**src/ccr_pkg.sv**
```systemverilog
// shared constants for the comparator c/d configuration register bank
package ccr_pkg;
  localparam int ADDR_W = 20;
  localparam int DATA_W = 32;
  localparam int REG_W = 8;
  // printed offsets are word indices; byte address is four times the index
  localparam logic [15:0] IDX_CFG = 16'ha031;
  localparam logic [15:0] IDX_LVL0 = 16'ha032;
  localparam logic [15:0] IDX_LVL1 = 16'ha033;
  localparam logic [15:0] IDX_STAT = 16'ha034;
  localparam logic [7:0] RST_CFG = 8'h00;
  localparam logic [7:0] RST_LVL = 8'h00;
  localparam logic [7:0] LVL_ZERO_VOLT = 8'h00;
  localparam logic [7:0] LVL_FULL_SCALE = 8'hff;
  // configuration bit positions
  localparam int BIT_C_ON = 7;
  localparam int BIT_C_REF = 6;
  localparam int BIT_C_IRQ = 5;
  localparam int BIT_C_INV = 4;
  localparam int BIT_D_ON = 3;
  localparam int BIT_D_REF = 2;
  localparam int BIT_D_IRQ = 1;
  localparam int BIT_D_INV = 0;
  // status bit positions
  localparam int STAT_C_LIVE = 0;
  localparam int STAT_D_LIVE = 1;
  localparam int STAT_C_FLAG = 2;
  localparam int STAT_D_FLAG = 3;
  localparam logic [1:0] RESP_OKAY = 2'h0;
  localparam logic [1:0] RESP_SLVERR = 2'h2;
  localparam int CLK_MHZ = 250;
  localparam int SETTLE_US = 20;
  localparam int SETTLE_CYC = SETTLE_US * CLK_MHZ;

  function automatic logic addr_hit(input logic [ADDR_W-1:0] addr,
                                    input logic [15:0] idx);
    return addr == {{(ADDR_W-18){1'b0}}, idx, 2'h0};
  endfunction
endpackage

```
**src/ccr_channel.sv**
```systemverilog
// one comparator channel: output conditioning, edge flag, settle timer
`timescale 1ns/1ps
module ccr_channel #(
  parameter int SETTLE_CYCLES = ccr_pkg::SETTLE_CYC
) (
  input wire logic ref_clk,
  input wire logic reset,
  input wire logic chanOn,
  input wire logic chanInvert,
  input wire logic irqAllow,
  input wire logic rawIn,
  input wire logic flagClear,
  output logic liveOut,
  output logic edgeFlag,
  output logic irqReq,
  output logic settled
);
  localparam int CW = $clog2(SETTLE_CYCLES + 1);
  localparam logic [CW-1:0] CNT_MAX = CW'(SETTLE_CYCLES);

  generate
    if (SETTLE_CYCLES < 1) begin : g_chk
      $error("SETTLE_CYCLES must be at least one");
    end
  endgenerate

  logic live_r, live_nxt;
  logic flag_r, flag_nxt;
  logic irq_r, irq_nxt;
  logic [CW-1:0] cnt_r, cnt_nxt;

  always_comb begin
    // disabled comparator reads low whatever the analog side does
    live_nxt = chanOn & (rawIn ^ chanInvert);
    // a toggle in the clearing cycle still sets the flag
    flag_nxt = (chanOn & (live_nxt != live_r)) | (flag_r & ~flagClear);
    irq_nxt = flag_nxt & irqAllow;
    if (!chanOn) begin
      cnt_nxt = '0;
    end else if (cnt_r != CNT_MAX) begin
      cnt_nxt = cnt_r + CW'(1);
    end else begin
      cnt_nxt = cnt_r;
    end
  end

  always_ff @(posedge ref_clk) begin
    if (reset) begin
      live_r <= 1'b0;
      flag_r <= 1'b0;
      irq_r <= 1'b0;
      cnt_r <= '0;
    end else begin
      live_r <= live_nxt;
      flag_r <= flag_nxt;
      irq_r <= irq_nxt;
      cnt_r <= cnt_nxt;
    end
  end

  assign liveOut = live_r;
  assign edgeFlag = flag_r;
  assign irqReq = irq_r;
  assign settled = (cnt_r == CNT_MAX);

  off_reads_low_a: assert property (@(posedge ref_clk) disable iff (reset)
    !chanOn |=> !liveOut) else $error("live output high while off");
  toggle_sets_flag_a: assert property (@(posedge ref_clk) disable iff (reset)
    (chanOn && ((rawIn ^ chanInvert) != liveOut)) |=> edgeFlag)
    else $error("toggle did not set edge flag");
  irq_gated_a: assert property (@(posedge ref_clk) disable iff (reset)
    irqReq |-> $past(irqAllow) && edgeFlag)
    else $error("irq raised while not allowed");
  settle_needs_on_a: assert property (@(posedge ref_clk) disable iff (reset)
    $rose(settled) |-> $past(chanOn) && $past(cnt_r) == CNT_MAX - CW'(1))
    else $error("settled without full count");
  cover_flag_c: cover property (@(posedge ref_clk) disable iff (reset)
    $rose(edgeFlag));
  cover_settle_c: cover property (@(posedge ref_clk) disable iff (reset)
    $rose(settled));
endmodule

```
**src/ccr_config_regs.sv**
```systemverilog
// axi4-lite register bank for comparator channels c/d and threshold codes
// How it works
// - config byte, read/write, zero at reset; bits 7..0 C on,ref,irq,inv, D same.
// - channel C on bit set turns comparator C on; clear keeps it off.
// - channel C ref pick 0 uses internal level zero, 1 the external input.
// - channel C irq allow gates whether its edges may request an interrupt.
// - channel C invert bit flips its comparator output when one.
// - channel D irq allow gates whether its edges may request an interrupt.
// - level zero code is eight-bit read/write, 0x00 zero volts, 0xff full scale.
// - level one code is eight-bit read/write and resets to zero.
// - level one only serves channels able to pick it, not C or D.
// - edge flag sets when an enabled channel's live output toggles.
// - live output of a disabled comparator reads zero.
`timescale 1ns/1ps
module ccr_config_regs #(
  parameter int SETTLE_CYCLES = ccr_pkg::SETTLE_CYC
) (
  input wire logic ref_clk,
  input wire logic reset,
  input wire logic [ccr_pkg::ADDR_W-1:0] s_axi_awaddr,
  input wire logic s_axi_awvalid,
  output logic s_axi_awready,
  input wire logic [ccr_pkg::DATA_W-1:0] s_axi_wdata,
  input wire logic [3:0] s_axi_wstrb,
  input wire logic s_axi_wvalid,
  output logic s_axi_wready,
  output logic [1:0] s_axi_bresp,
  output logic s_axi_bvalid,
  input wire logic s_axi_bready,
  input wire logic [ccr_pkg::ADDR_W-1:0] s_axi_araddr,
  input wire logic s_axi_arvalid,
  output logic s_axi_arready,
  output logic [ccr_pkg::DATA_W-1:0] s_axi_rdata,
  output logic [1:0] s_axi_rresp,
  output logic s_axi_rvalid,
  input wire logic s_axi_rready,
  input wire logic compCRaw,
  input wire logic compDRaw,
  output logic chanCOn,
  output logic chanCRefPick,
  output logic chanCIrqAllow,
  output logic chanCInvert,
  output logic chanDOn,
  output logic chanDRefPick,
  output logic chanDIrqAllow,
  output logic chanDInvert,
  output logic [7:0] internalLevelZero,
  output logic [7:0] internalLevelOne,
  output logic chanCLiveOut,
  output logic chanDLiveOut,
  output logic chanCEdgeFlag,
  output logic chanDEdgeFlag,
  output logic chanCIrqReq,
  output logic chanDIrqReq,
  output logic chanCSettled,
  output logic chanDSettled
);
  localparam int AW = ccr_pkg::ADDR_W;
  localparam int DW = ccr_pkg::DATA_W;

  logic [7:0] cfg_r, cfg_nxt;
  logic [7:0] lvl0_r, lvl0_nxt;
  logic [7:0] lvl1_r, lvl1_nxt;
  logic [AW-1:0] awAddr_r, awAddr_nxt;
  logic awHeld_r, awHeld_nxt;
  logic [7:0] wByte_r, wByte_nxt;
  logic wLane_r, wLane_nxt;
  logic wHeld_r, wHeld_nxt;
  logic bValid_r, bValid_nxt;
  logic [1:0] bResp_r, bResp_nxt;
  logic rValid_r, rValid_nxt;
  logic [1:0] rResp_r, rResp_nxt;
  logic [DW-1:0] rData_r, rData_nxt;
  logic doWrite, wrCfg, wrLvl0, wrLvl1, wrStat, wrHit;
  logic clrC, clrD;
  logic [7:0] statByte;

  // write side: address and data latched separately, in either order
  assign s_axi_awready = !awHeld_r && !bValid_r;
  assign s_axi_wready = !wHeld_r && !bValid_r;
  assign doWrite = awHeld_r && wHeld_r && !bValid_r;
  assign wrCfg = ccr_pkg::addr_hit(awAddr_r, ccr_pkg::IDX_CFG);
  assign wrLvl0 = ccr_pkg::addr_hit(awAddr_r, ccr_pkg::IDX_LVL0);
  assign wrLvl1 = ccr_pkg::addr_hit(awAddr_r, ccr_pkg::IDX_LVL1);
  assign wrStat = ccr_pkg::addr_hit(awAddr_r, ccr_pkg::IDX_STAT);
  assign wrHit = wrCfg || wrLvl0 || wrLvl1 || wrStat;
  // status flags are write-one-to-clear
  assign clrC = doWrite && wrStat && wLane_r && wByte_r[ccr_pkg::STAT_C_FLAG];
  assign clrD = doWrite && wrStat && wLane_r && wByte_r[ccr_pkg::STAT_D_FLAG];

  always_comb begin
    awAddr_nxt = awAddr_r;
    awHeld_nxt = awHeld_r;
    wByte_nxt = wByte_r;
    wLane_nxt = wLane_r;
    wHeld_nxt = wHeld_r;
    bValid_nxt = bValid_r;
    bResp_nxt = bResp_r;
    cfg_nxt = cfg_r;
    lvl0_nxt = lvl0_r;
    lvl1_nxt = lvl1_r;
    if (s_axi_awvalid && s_axi_awready) begin
      awAddr_nxt = s_axi_awaddr;
      awHeld_nxt = 1'b1;
    end
    if (s_axi_wvalid && s_axi_wready) begin
      wByte_nxt = s_axi_wdata[7:0];
      wLane_nxt = s_axi_wstrb[0];
      wHeld_nxt = 1'b1;
    end
    if (doWrite) begin
      awHeld_nxt = 1'b0;
      wHeld_nxt = 1'b0;
      bValid_nxt = 1'b1;
      bResp_nxt = wrHit ? ccr_pkg::RESP_OKAY : ccr_pkg::RESP_SLVERR;
      if (wLane_r && wrCfg) begin
        cfg_nxt = wByte_r;
      end
      if (wLane_r && wrLvl0) begin
        lvl0_nxt = wByte_r;
      end
      if (wLane_r && wrLvl1) begin
        lvl1_nxt = wByte_r;
      end
    end else if (bValid_r && s_axi_bready) begin
      bValid_nxt = 1'b0;
    end
  end

  always_ff @(posedge ref_clk) begin
    if (reset) begin
      cfg_r <= ccr_pkg::RST_CFG;
      lvl0_r <= ccr_pkg::RST_LVL;
      lvl1_r <= ccr_pkg::RST_LVL;
      awAddr_r <= '0;
      awHeld_r <= 1'b0;
      wByte_r <= 8'h00;
      wLane_r <= 1'b0;
      wHeld_r <= 1'b0;
      bValid_r <= 1'b0;
      bResp_r <= ccr_pkg::RESP_OKAY;
    end else begin
      cfg_r <= cfg_nxt;
      lvl0_r <= lvl0_nxt;
      lvl1_r <= lvl1_nxt;
      awAddr_r <= awAddr_nxt;
      awHeld_r <= awHeld_nxt;
      wByte_r <= wByte_nxt;
      wLane_r <= wLane_nxt;
      wHeld_r <= wHeld_nxt;
      bValid_r <= bValid_nxt;
      bResp_r <= bResp_nxt;
    end
  end

  // read side: one outstanding read, answered the cycle after acceptance
  assign s_axi_arready = !rValid_r;
  always_comb begin
    statByte = 8'h00;
    statByte[ccr_pkg::STAT_C_LIVE] = chanCLiveOut;
    statByte[ccr_pkg::STAT_D_LIVE] = chanDLiveOut;
    statByte[ccr_pkg::STAT_C_FLAG] = chanCEdgeFlag;
    statByte[ccr_pkg::STAT_D_FLAG] = chanDEdgeFlag;
    rValid_nxt = rValid_r;
    rResp_nxt = rResp_r;
    rData_nxt = rData_r;
    if (s_axi_arvalid && s_axi_arready) begin
      rValid_nxt = 1'b1;
      rResp_nxt = ccr_pkg::RESP_OKAY;
      rData_nxt = '0;
      if (ccr_pkg::addr_hit(s_axi_araddr, ccr_pkg::IDX_CFG)) begin
        rData_nxt[7:0] = cfg_r;
      end else if (ccr_pkg::addr_hit(s_axi_araddr, ccr_pkg::IDX_LVL0)) begin
        rData_nxt[7:0] = lvl0_r;
      end else if (ccr_pkg::addr_hit(s_axi_araddr, ccr_pkg::IDX_LVL1)) begin
        rData_nxt[7:0] = lvl1_r;
      end else if (ccr_pkg::addr_hit(s_axi_araddr, ccr_pkg::IDX_STAT)) begin
        rData_nxt[7:0] = statByte;
      end else begin
        rResp_nxt = ccr_pkg::RESP_SLVERR;
      end
    end else if (rValid_r && s_axi_rready) begin
      rValid_nxt = 1'b0;
    end
  end

  always_ff @(posedge ref_clk) begin
    if (reset) begin
      rValid_r <= 1'b0;
      rResp_r <= ccr_pkg::RESP_OKAY;
      rData_r <= '0;
    end else begin
      rValid_r <= rValid_nxt;
      rResp_r <= rResp_nxt;
      rData_r <= rData_nxt;
    end
  end

  assign s_axi_bvalid = bValid_r;
  assign s_axi_bresp = bResp_r;
  assign s_axi_rvalid = rValid_r;
  assign s_axi_rresp = rResp_r;
  assign s_axi_rdata = rData_r;

  assign chanCOn = cfg_r[ccr_pkg::BIT_C_ON];
  assign chanCRefPick = cfg_r[ccr_pkg::BIT_C_REF];
  assign chanCIrqAllow = cfg_r[ccr_pkg::BIT_C_IRQ];
  assign chanCInvert = cfg_r[ccr_pkg::BIT_C_INV];
  assign chanDOn = cfg_r[ccr_pkg::BIT_D_ON];
  assign chanDRefPick = cfg_r[ccr_pkg::BIT_D_REF];
  assign chanDIrqAllow = cfg_r[ccr_pkg::BIT_D_IRQ];
  assign chanDInvert = cfg_r[ccr_pkg::BIT_D_INV];
  assign internalLevelZero = lvl0_r;
  // c/d cannot reach level one; exported for the a-channel side only
  assign internalLevelOne = lvl1_r;

  ccr_channel #(.SETTLE_CYCLES(SETTLE_CYCLES)) u_chan_c (
    .ref_clk(ref_clk),
    .reset(reset),
    .chanOn(chanCOn),
    .chanInvert(chanCInvert),
    .irqAllow(chanCIrqAllow),
    .rawIn(compCRaw),
    .flagClear(clrC),
    .liveOut(chanCLiveOut),
    .edgeFlag(chanCEdgeFlag),
    .irqReq(chanCIrqReq),
    .settled(chanCSettled)
  );

  ccr_channel #(.SETTLE_CYCLES(SETTLE_CYCLES)) u_chan_d (
    .ref_clk(ref_clk),
    .reset(reset),
    .chanOn(chanDOn),
    .chanInvert(chanDInvert),
    .irqAllow(chanDIrqAllow),
    .rawIn(compDRaw),
    .flagClear(clrD),
    .liveOut(chanDLiveOut),
    .edgeFlag(chanDEdgeFlag),
    .irqReq(chanDIrqReq),
    .settled(chanDSettled)
  );

  cfg_write_lands_a: assert property (@(posedge ref_clk) disable iff (reset)
    (doWrite && wrCfg && wLane_r) |=> cfg_r == $past(wByte_r))
    else $error("config write not stored");
  cfg_reset_zero_a: assert property (@(posedge ref_clk)
    reset |=> cfg_r == ccr_pkg::RST_CFG && lvl0_r == ccr_pkg::RST_LVL &&
    lvl1_r == ccr_pkg::RST_LVL)
    else $error("registers not zero after reset");
  cfg_holds_a: assert property (@(posedge ref_clk) disable iff (reset)
    !(doWrite && wrCfg && wLane_r) |=> $stable(cfg_r))
    else $error("config changed without write");
  lvl0_write_a: assert property (@(posedge ref_clk) disable iff (reset)
    (doWrite && wrLvl0 && wLane_r) |=> internalLevelZero == $past(wByte_r))
    else $error("level zero write not stored");
  // controls checked against the written byte, not the register itself
  ref_pick_map_a: assert property (@(posedge ref_clk) disable iff (reset)
    (doWrite && wrCfg && wLane_r) |=>
    {chanCOn, chanCRefPick, chanCIrqAllow, chanCInvert,
     chanDOn, chanDRefPick, chanDIrqAllow, chanDInvert} == $past(wByte_r))
    else $error("control bit mapping wrong");
  // only a toggle in the clearing cycle may keep the flag up
  stat_clear_a: assert property (@(posedge ref_clk) disable iff (reset)
    clrC |=> !chanCEdgeFlag || $changed(chanCLiveOut))
    else $error("edge flag not cleared");
  bvalid_hold_a: assert property (@(posedge ref_clk) disable iff (reset)
    (s_axi_bvalid && !s_axi_bready) |=> s_axi_bvalid && $stable(s_axi_bresp))
    else $error("write response dropped");
  read_unmapped_a: assert property (@(posedge ref_clk) disable iff (reset)
    (s_axi_arvalid && s_axi_arready &&
     !ccr_pkg::addr_hit(s_axi_araddr, ccr_pkg::IDX_CFG) &&
     !ccr_pkg::addr_hit(s_axi_araddr, ccr_pkg::IDX_LVL0) &&
     !ccr_pkg::addr_hit(s_axi_araddr, ccr_pkg::IDX_LVL1) &&
     !ccr_pkg::addr_hit(s_axi_araddr, ccr_pkg::IDX_STAT))
    |=> s_axi_rvalid && s_axi_rresp == ccr_pkg::RESP_SLVERR)
    else $error("unmapped read not refused");
  cover_cfg_c: cover property (@(posedge ref_clk) disable iff (reset)
    doWrite && wrCfg);
  cover_stat_c: cover property (@(posedge ref_clk) disable iff (reset)
    s_axi_arvalid && s_axi_arready &&
    ccr_pkg::addr_hit(s_axi_araddr, ccr_pkg::IDX_STAT));
  cover_clear_c: cover property (@(posedge ref_clk) disable iff (reset)
    clrC && chanCEdgeFlag);
endmodule

```
**config.mk**
```make
export PLATFORM = sky130hd
export DESIGN_NAME = ccr_config_regs
export DESIGN_NICKNAME = d
export VERILOG_FILES = /design/src/ccr_pkg.sv /design/src/ccr_channel.sv /design/src/ccr_config_regs.sv
export SDC_FILE = /design/constraint.sdc
export NUM_CORES = 1
export LEC_CHECK = 0
export BUFFER_PORTS_ARGS = -buffer_cell sky130_fd_sc_hd__buf_2
export CAP_MARGIN = 10
export CORE_UTILIZATION = 54
export DETAILED_ROUTE_END_ITERATION = 6
export GPL_TIMING_DRIVEN = 0
export PLACE_DENSITY = 0.89
export SKIP_LAST_GASP = 1
export SLEW_MARGIN = 20
export SYNTH_ARGS = -nofsm -noshare
export SYNTH_HDL_FRONTEND = slang
export SYNTH_SLANG_ARGS = --single-unit
```
**constraint.sdc**
```tcl
create_clock -name ref_clk -period 5 [get_ports ref_clk]
set_input_delay 0.25 -clock ref_clk [delete_from_list [all_inputs] [get_ports ref_clk]]
set_output_delay 0.25 -clock ref_clk [all_outputs]
set_load 0.01 [all_outputs]
```
* After elaboration in Yosys (flattened, before gate mapping)
Cells that the tools add are included.
** Cells by class
- $add $sub $neg :: 2
- Equal/unequal tests :: 14
- Multiplexer cells :: 13
- Bitwise gates (word level) :: 16
- Reductions and logical operators :: 31
** Operators by type and width (count)
- 20-bit by 18-bit == test with 1-bit output (second input constant) :: 8
- 13-bit by 1-bit adder with 13-bit output (second input constant) :: 2
- 13-bit == test (second input constant) :: 2
- 13-bit inequality test (second input constant) :: 2
- 8-bit 2-to-1 mux :: 3
- 1-bit logical AND :: 16
- 2-bit 2-to-1 mux :: 5
- 1-bit AND :: 8
- 2-bit AND reduction :: 3
- 2-bit OR reduction :: 3
- 1-bit zero test :: 4
- 1-bit 2-to-1 mux :: 4
- 4-bit 2-to-1 mux :: 1
- 1-bit inverter :: 4
- 2-bit nonzero test :: 2
- 1-bit logical OR :: 3
- 1-bit inequality test :: 2
- 1-bit bitwise OR :: 2
- 1-bit XOR :: 2
** Storage, ports and cells
- Bits in registers :: 101
- Input port bits :: 85
- Output and inout bits :: 73
- Word-level logic and storage cells :: 97

* Logic depth before layout (Yosys ltp)
- Depth after elaboration :: 9
- Gate-level depth with buffers :: 6
- Mapped depth without buffers :: 6

* Cells and area by module
Synthesis repeated with hierarchy kept, for this count alone.
** Unflattened totals
- Cell total of the unflattened synthesis :: 536
- Area, all modules :: 4733.3 um^2
** Modules (own cells, without submodules)
- ccr_config_regs :: instances 1, cells each 360, area an instance 3126.7 um^2, sequential area each 1341.3 um^2
- ccr_channel :: instances 2, cells each 88, area an instance 803.3 um^2, sequential area each 320.3 um^2

* Worst setup path before layout
No wires, ideal clock.
- Path type :: in2reg
- Start :: input port s_axi_araddr[16] (netlist bit)
- End :: register rData_r[5], in the netlist s_axi_rdata[5]
- Setup time :: 0.122 ns
- Arrival :: 1.721 ns
- Data required time :: 4.878 ns
- Path slack :: 3.157 ns
- Cell stages on the path :: 6
- Buffers on the path :: 2
- Cells stage by stage :: or4b_1 buf_2 or4_4 buf_6 nor3_1 o31ai_1
** Between the ends
- Cells in the longest elaborated chain, start to end :: 4
- Elaborated cells between the ends (all ways) :: 6
- Those cells by class :: eq/ne (3); mux (3)
** Ends and longest elaborated chain
- from (decl) :: line ccr_config_regs.sv:30 : input wire logic [ccr_pkg::ADDR_W-1:0] s_axi_araddr,
- 20-bit by 18-bit == test with 1-bit output :: line ccr_pkg.sv:37 : return addr == {{(ADDR_W-18){1'b0}}, idx, 2'h0};
- 8-bit 2-to-1 mux :: line ccr_config_regs.sv:175 : end else if (ccr_pkg::addr_hit(s_axi_araddr, ccr_pkg::IDX_LVL1)) begin
- 8-bit 2-to-1 mux :: line ccr_config_regs.sv:173 : end else if (ccr_pkg::addr_hit(s_axi_araddr, ccr_pkg::IDX_LVL0)) begin
- 8-bit 2-to-1 mux (*) :: line ccr_config_regs.sv:171 : if (ccr_pkg::addr_hit(s_axi_araddr, ccr_pkg::IDX_CFG)) begin
- to (signal assigned) :: line ccr_config_regs.sv:195 : rData_r <= rData_nxt;
- to (decl) :: line ccr_config_regs.sv:73 : logic [DW-1:0] rData_r, rData_nxt;
Every way passes the cells marked *; elsewhere a longest branch is shown, timed or not.
A chain may end at the register's enable or synchronous reset.

* Worst setup path in the final report
- Start :: register u_chan_d.cnt_r[2]
- End :: output port chanDSettled
** Between the ends
- Cells in the longest elaborated chain, start to end :: 1
** Ends and longest elaborated chain
- from (decl) :: line ccr_channel.sv:30 : logic [CW-1:0] cnt_r, cnt_nxt;
- from (signal assigned) :: line ccr_channel.sv:57 : cnt_r <= cnt_nxt;
- 13-bit == test :: line ccr_channel.sv:64 : assign settled = (cnt_r == CNT_MAX);
- to (decl) :: line ccr_config_regs.sv:56 : output logic chanDSettled
Every way passes these cells.

==> out/results.ini <==
[sta]
period_share = 0.428
setup_viol = 0
finalSetupTns_ns = 0
worstMarginPinSlew_ns = 0.614
rsz0062_at_grt = no
relSlewSlack = 0.590
clock-skew-final_ns = 0.0114
max_freq_mhz = 468
period_minus_slack_ns = 2.14
hold_violations = 0
slew_viol_final = 0
holdWs_ns = 0.120

[placement]
dpl.cell_count = 782
dp_hpwl_um = 8750
place_congestion = 0.940
numPortBuffers = 103

[cts]
cts_buffer_depth = 2
holdBufCountCts = 0
cts-htree-levels = 3
path_clk_slew_ns = 0.09
postCtsSetupRepairBufs = 0
clock_latency_ns = 0.36
cts.sinks = 99
cts_root_buf = clkbuf_8
cts.repair.resized = 0
numCtsBuffers = 9
cts_tree = yes

[finish]
nFillCells = 682
stdcell_count = 797
syn_to_final_growth_pct = 21.2
final_util = 0.683
fin_nets = 777
layout-drive-gt1-share = 0.237
antenna_cells = 0

[worst_hold_path]
hold_class = in -> reg
hp-start = s_axi_awaddr[9]

[logic_synthesis]
yosysTopAreaCell = dfxtp_1
ys_seq_area_frac = 0.426
ys_warn_count = 0
async_flop_share = 0
synth_area_leaders = dfxtp_1, nand2_1, mux2i_1
yosys.cell_types.count = 50
synth_edf_count = 0
syn_area_um2 = 4650
ys_seq_elements = 99
ys.flop_type = dfxtp_1
netlist.area_leader.share = 0.426
syn_inst = 549
syn_area_per_cell_um2 = 8.47

[die]
ios = 158
coreArea_um2 = 8260
fp.dieH_um = 94.8
start_util = 0.563
dieArea_um2 = 8990
die_w_um = 94.8
placementRows = 33

[setup_path]
startpoint_type = flop
worstPathMaxFanout = 6
slowest_stage = or4_1
critPathLaunch = u_chan_d.cnt_r[2]
crit_chain = or4_1 > nor4_4 > buf_2
cp-end-kind = primary output
critPathArrivalTime_ns = 1.89
crit_path_max_incr_delay_ns = 0.58
critPathKind = reg -> out
reg2reg_from = awAddr_r[19]
crit_required_ns = 4.75

[power]
ir_drop_mv = 0.237
p_leak_nw = 2.34
power_mw = 1.59
power.density_nw_per_um2 = 282

[outcome]
status = finished, final reports clean

[grt]
grt_use_met3 = 0.0419
grt_usage = 0.263
use_met1 = 0.335
grt_antenna_before_repair = 0
grt_pass1_vias = 3857
busiest_layer = met2
grt_max_degree = 17
grt_use_met2 = 0.451
overflow = 0
grt_pass1_wl_um = 18200

[routing]
drt_first_pass_iters = 4
drc = 0
postRouteAntennaNets = 0
via_per_inst = 5.33
wl_per_cell_um = 14.3
drt_wl_total_um = 11400
drtIter0Drc = 236
vias = 4246

[run]
maxCapViolCount = 0

[cell type report]
type	count	area, um^2	area share
plain buffers	49	293	0.0519
clock buffers	9	124	0.0220
clock inverters	6	114	0.0202
inverters	21	78.8	0.0140
multi-input cells	405	2400	0.426
flip-flops and latches	99	1980	0.352
well taps	105	131	0.0233
repair buffers	103	515	0.0915
[cell usage after synthesis, types with 5 or more instances]
library cell,count
nor4_1,9
nor3_1,11
a21oi_1,50
nand4_1,6
o21ai_0,10
dfxtp_1,99
or3_1,6
mux2i_1,26
nand2_1,87
xnor2_1,18
nor2_1,35
nor4b_1,7
clkbuf_1,18
inv_1,21
buf_4,26
nand3_1,12
nand2b_1,37
o31ai_1,5
[placed cells by master, fill, tap and decap left out, types with 3 or more instances in the layout]
cell,instances
mux2i_1,26
nor4_1,9
a221oi_1,4
o21bai_1,4
a211oi_1,3
o21ai_0,10
nand2b_1,37
clkbuf_1,18
nor3b_1,4
xor2_1,4
buf_4,26
nand2_1,87
nor2_1,35
conb_1,26
nor2b_1,3
bufinv_16,3
nor4b_1,6
inv_1,21
xnor2_1,18
or3_1,6
a311oi_1,4
clkbuf_8,9
buf_2,106
ha_1,4
dfxtp_1,99
nor3_1,11
nand3_1,12
nand4_1,6
a21oi_1,50
o31ai_1,5
or3b_2,3
[sequential cells by signal (all words and copies together) (netlist names), 8 cells and up]
| name | cells |
|---|---|
| u_chan_c.cnt_r | 13 |
| s_axi_rdata | 8 |
| internalLevelOne | 8 |
| awAddr_r | 20 |
| cfg_r | 8 |
| u_chan_d.cnt_r | 13 |
| internalLevelZero | 8 |
| wByte_r | 8 |
[power breakdown]
part	switching [mW]	internal, mW
registers	0.0168	0.809
clock network	0.273	0.331
logic	0.0864	0.0701
[metal layers]
layer / up-vias / share of wire
li1: 2086 / -
met1: 1919 / 0.42
met2: 220 / 0.48
met3: 21 / 0.083
met4: 0 / 0.018
met5: - / 0
[critical path, delay by kind of cell (launching register included)]
family / cells / cell delay (ns)
buffers and inverters: 1 / 0.20
and+or+nand+nor: 2 / 0.97
DFF: 1 / 0.36
[kinds of logic (layout without fill, tap and decap cells)]
logic type | count (synthesis) | in the layout | share of synthesized area
mux | 26 | 26 | 0.0559
fa+ha+maj | 4 | 4 | 0.0108
flops | 99 | 99 | 0.426
other cells | 1 | 26 | 0.000806
xor+xnor | 22 | 22 | 0.0414
simple gates | 245 | 245 | 0.281
buf+inv | 70 | 188 | 0.0799
compound gates | 82 | 82 | 0.104
[through the flow]
| step | cell area (um^2) | setup WS (ns) |
|---|---|---|
| after floorplan | 4750 | 3.16 |
| after global placement | 5390 | 2.86 |
| after detailed placement | 5390 | 2.83 |
| after CTS | 5630 | 2.82 |
| after global routing | 5640 | 2.77 |
| final | 5640 | 2.86 |
[final timing paths]
kind | end | slack, ns | depth (start not counted)
worst max-delay path | chanDSettled | 2.86 | 3
worst max register to register | internalLevelOne[2] | 2.96 | 4
worst min-delay path | awAddr_r[9] | 0.12 | 3
worst min register to register | s_axi_rdata[5] | 0.46 | 2
Note: power is estimated with default switching activity, not from simulation.
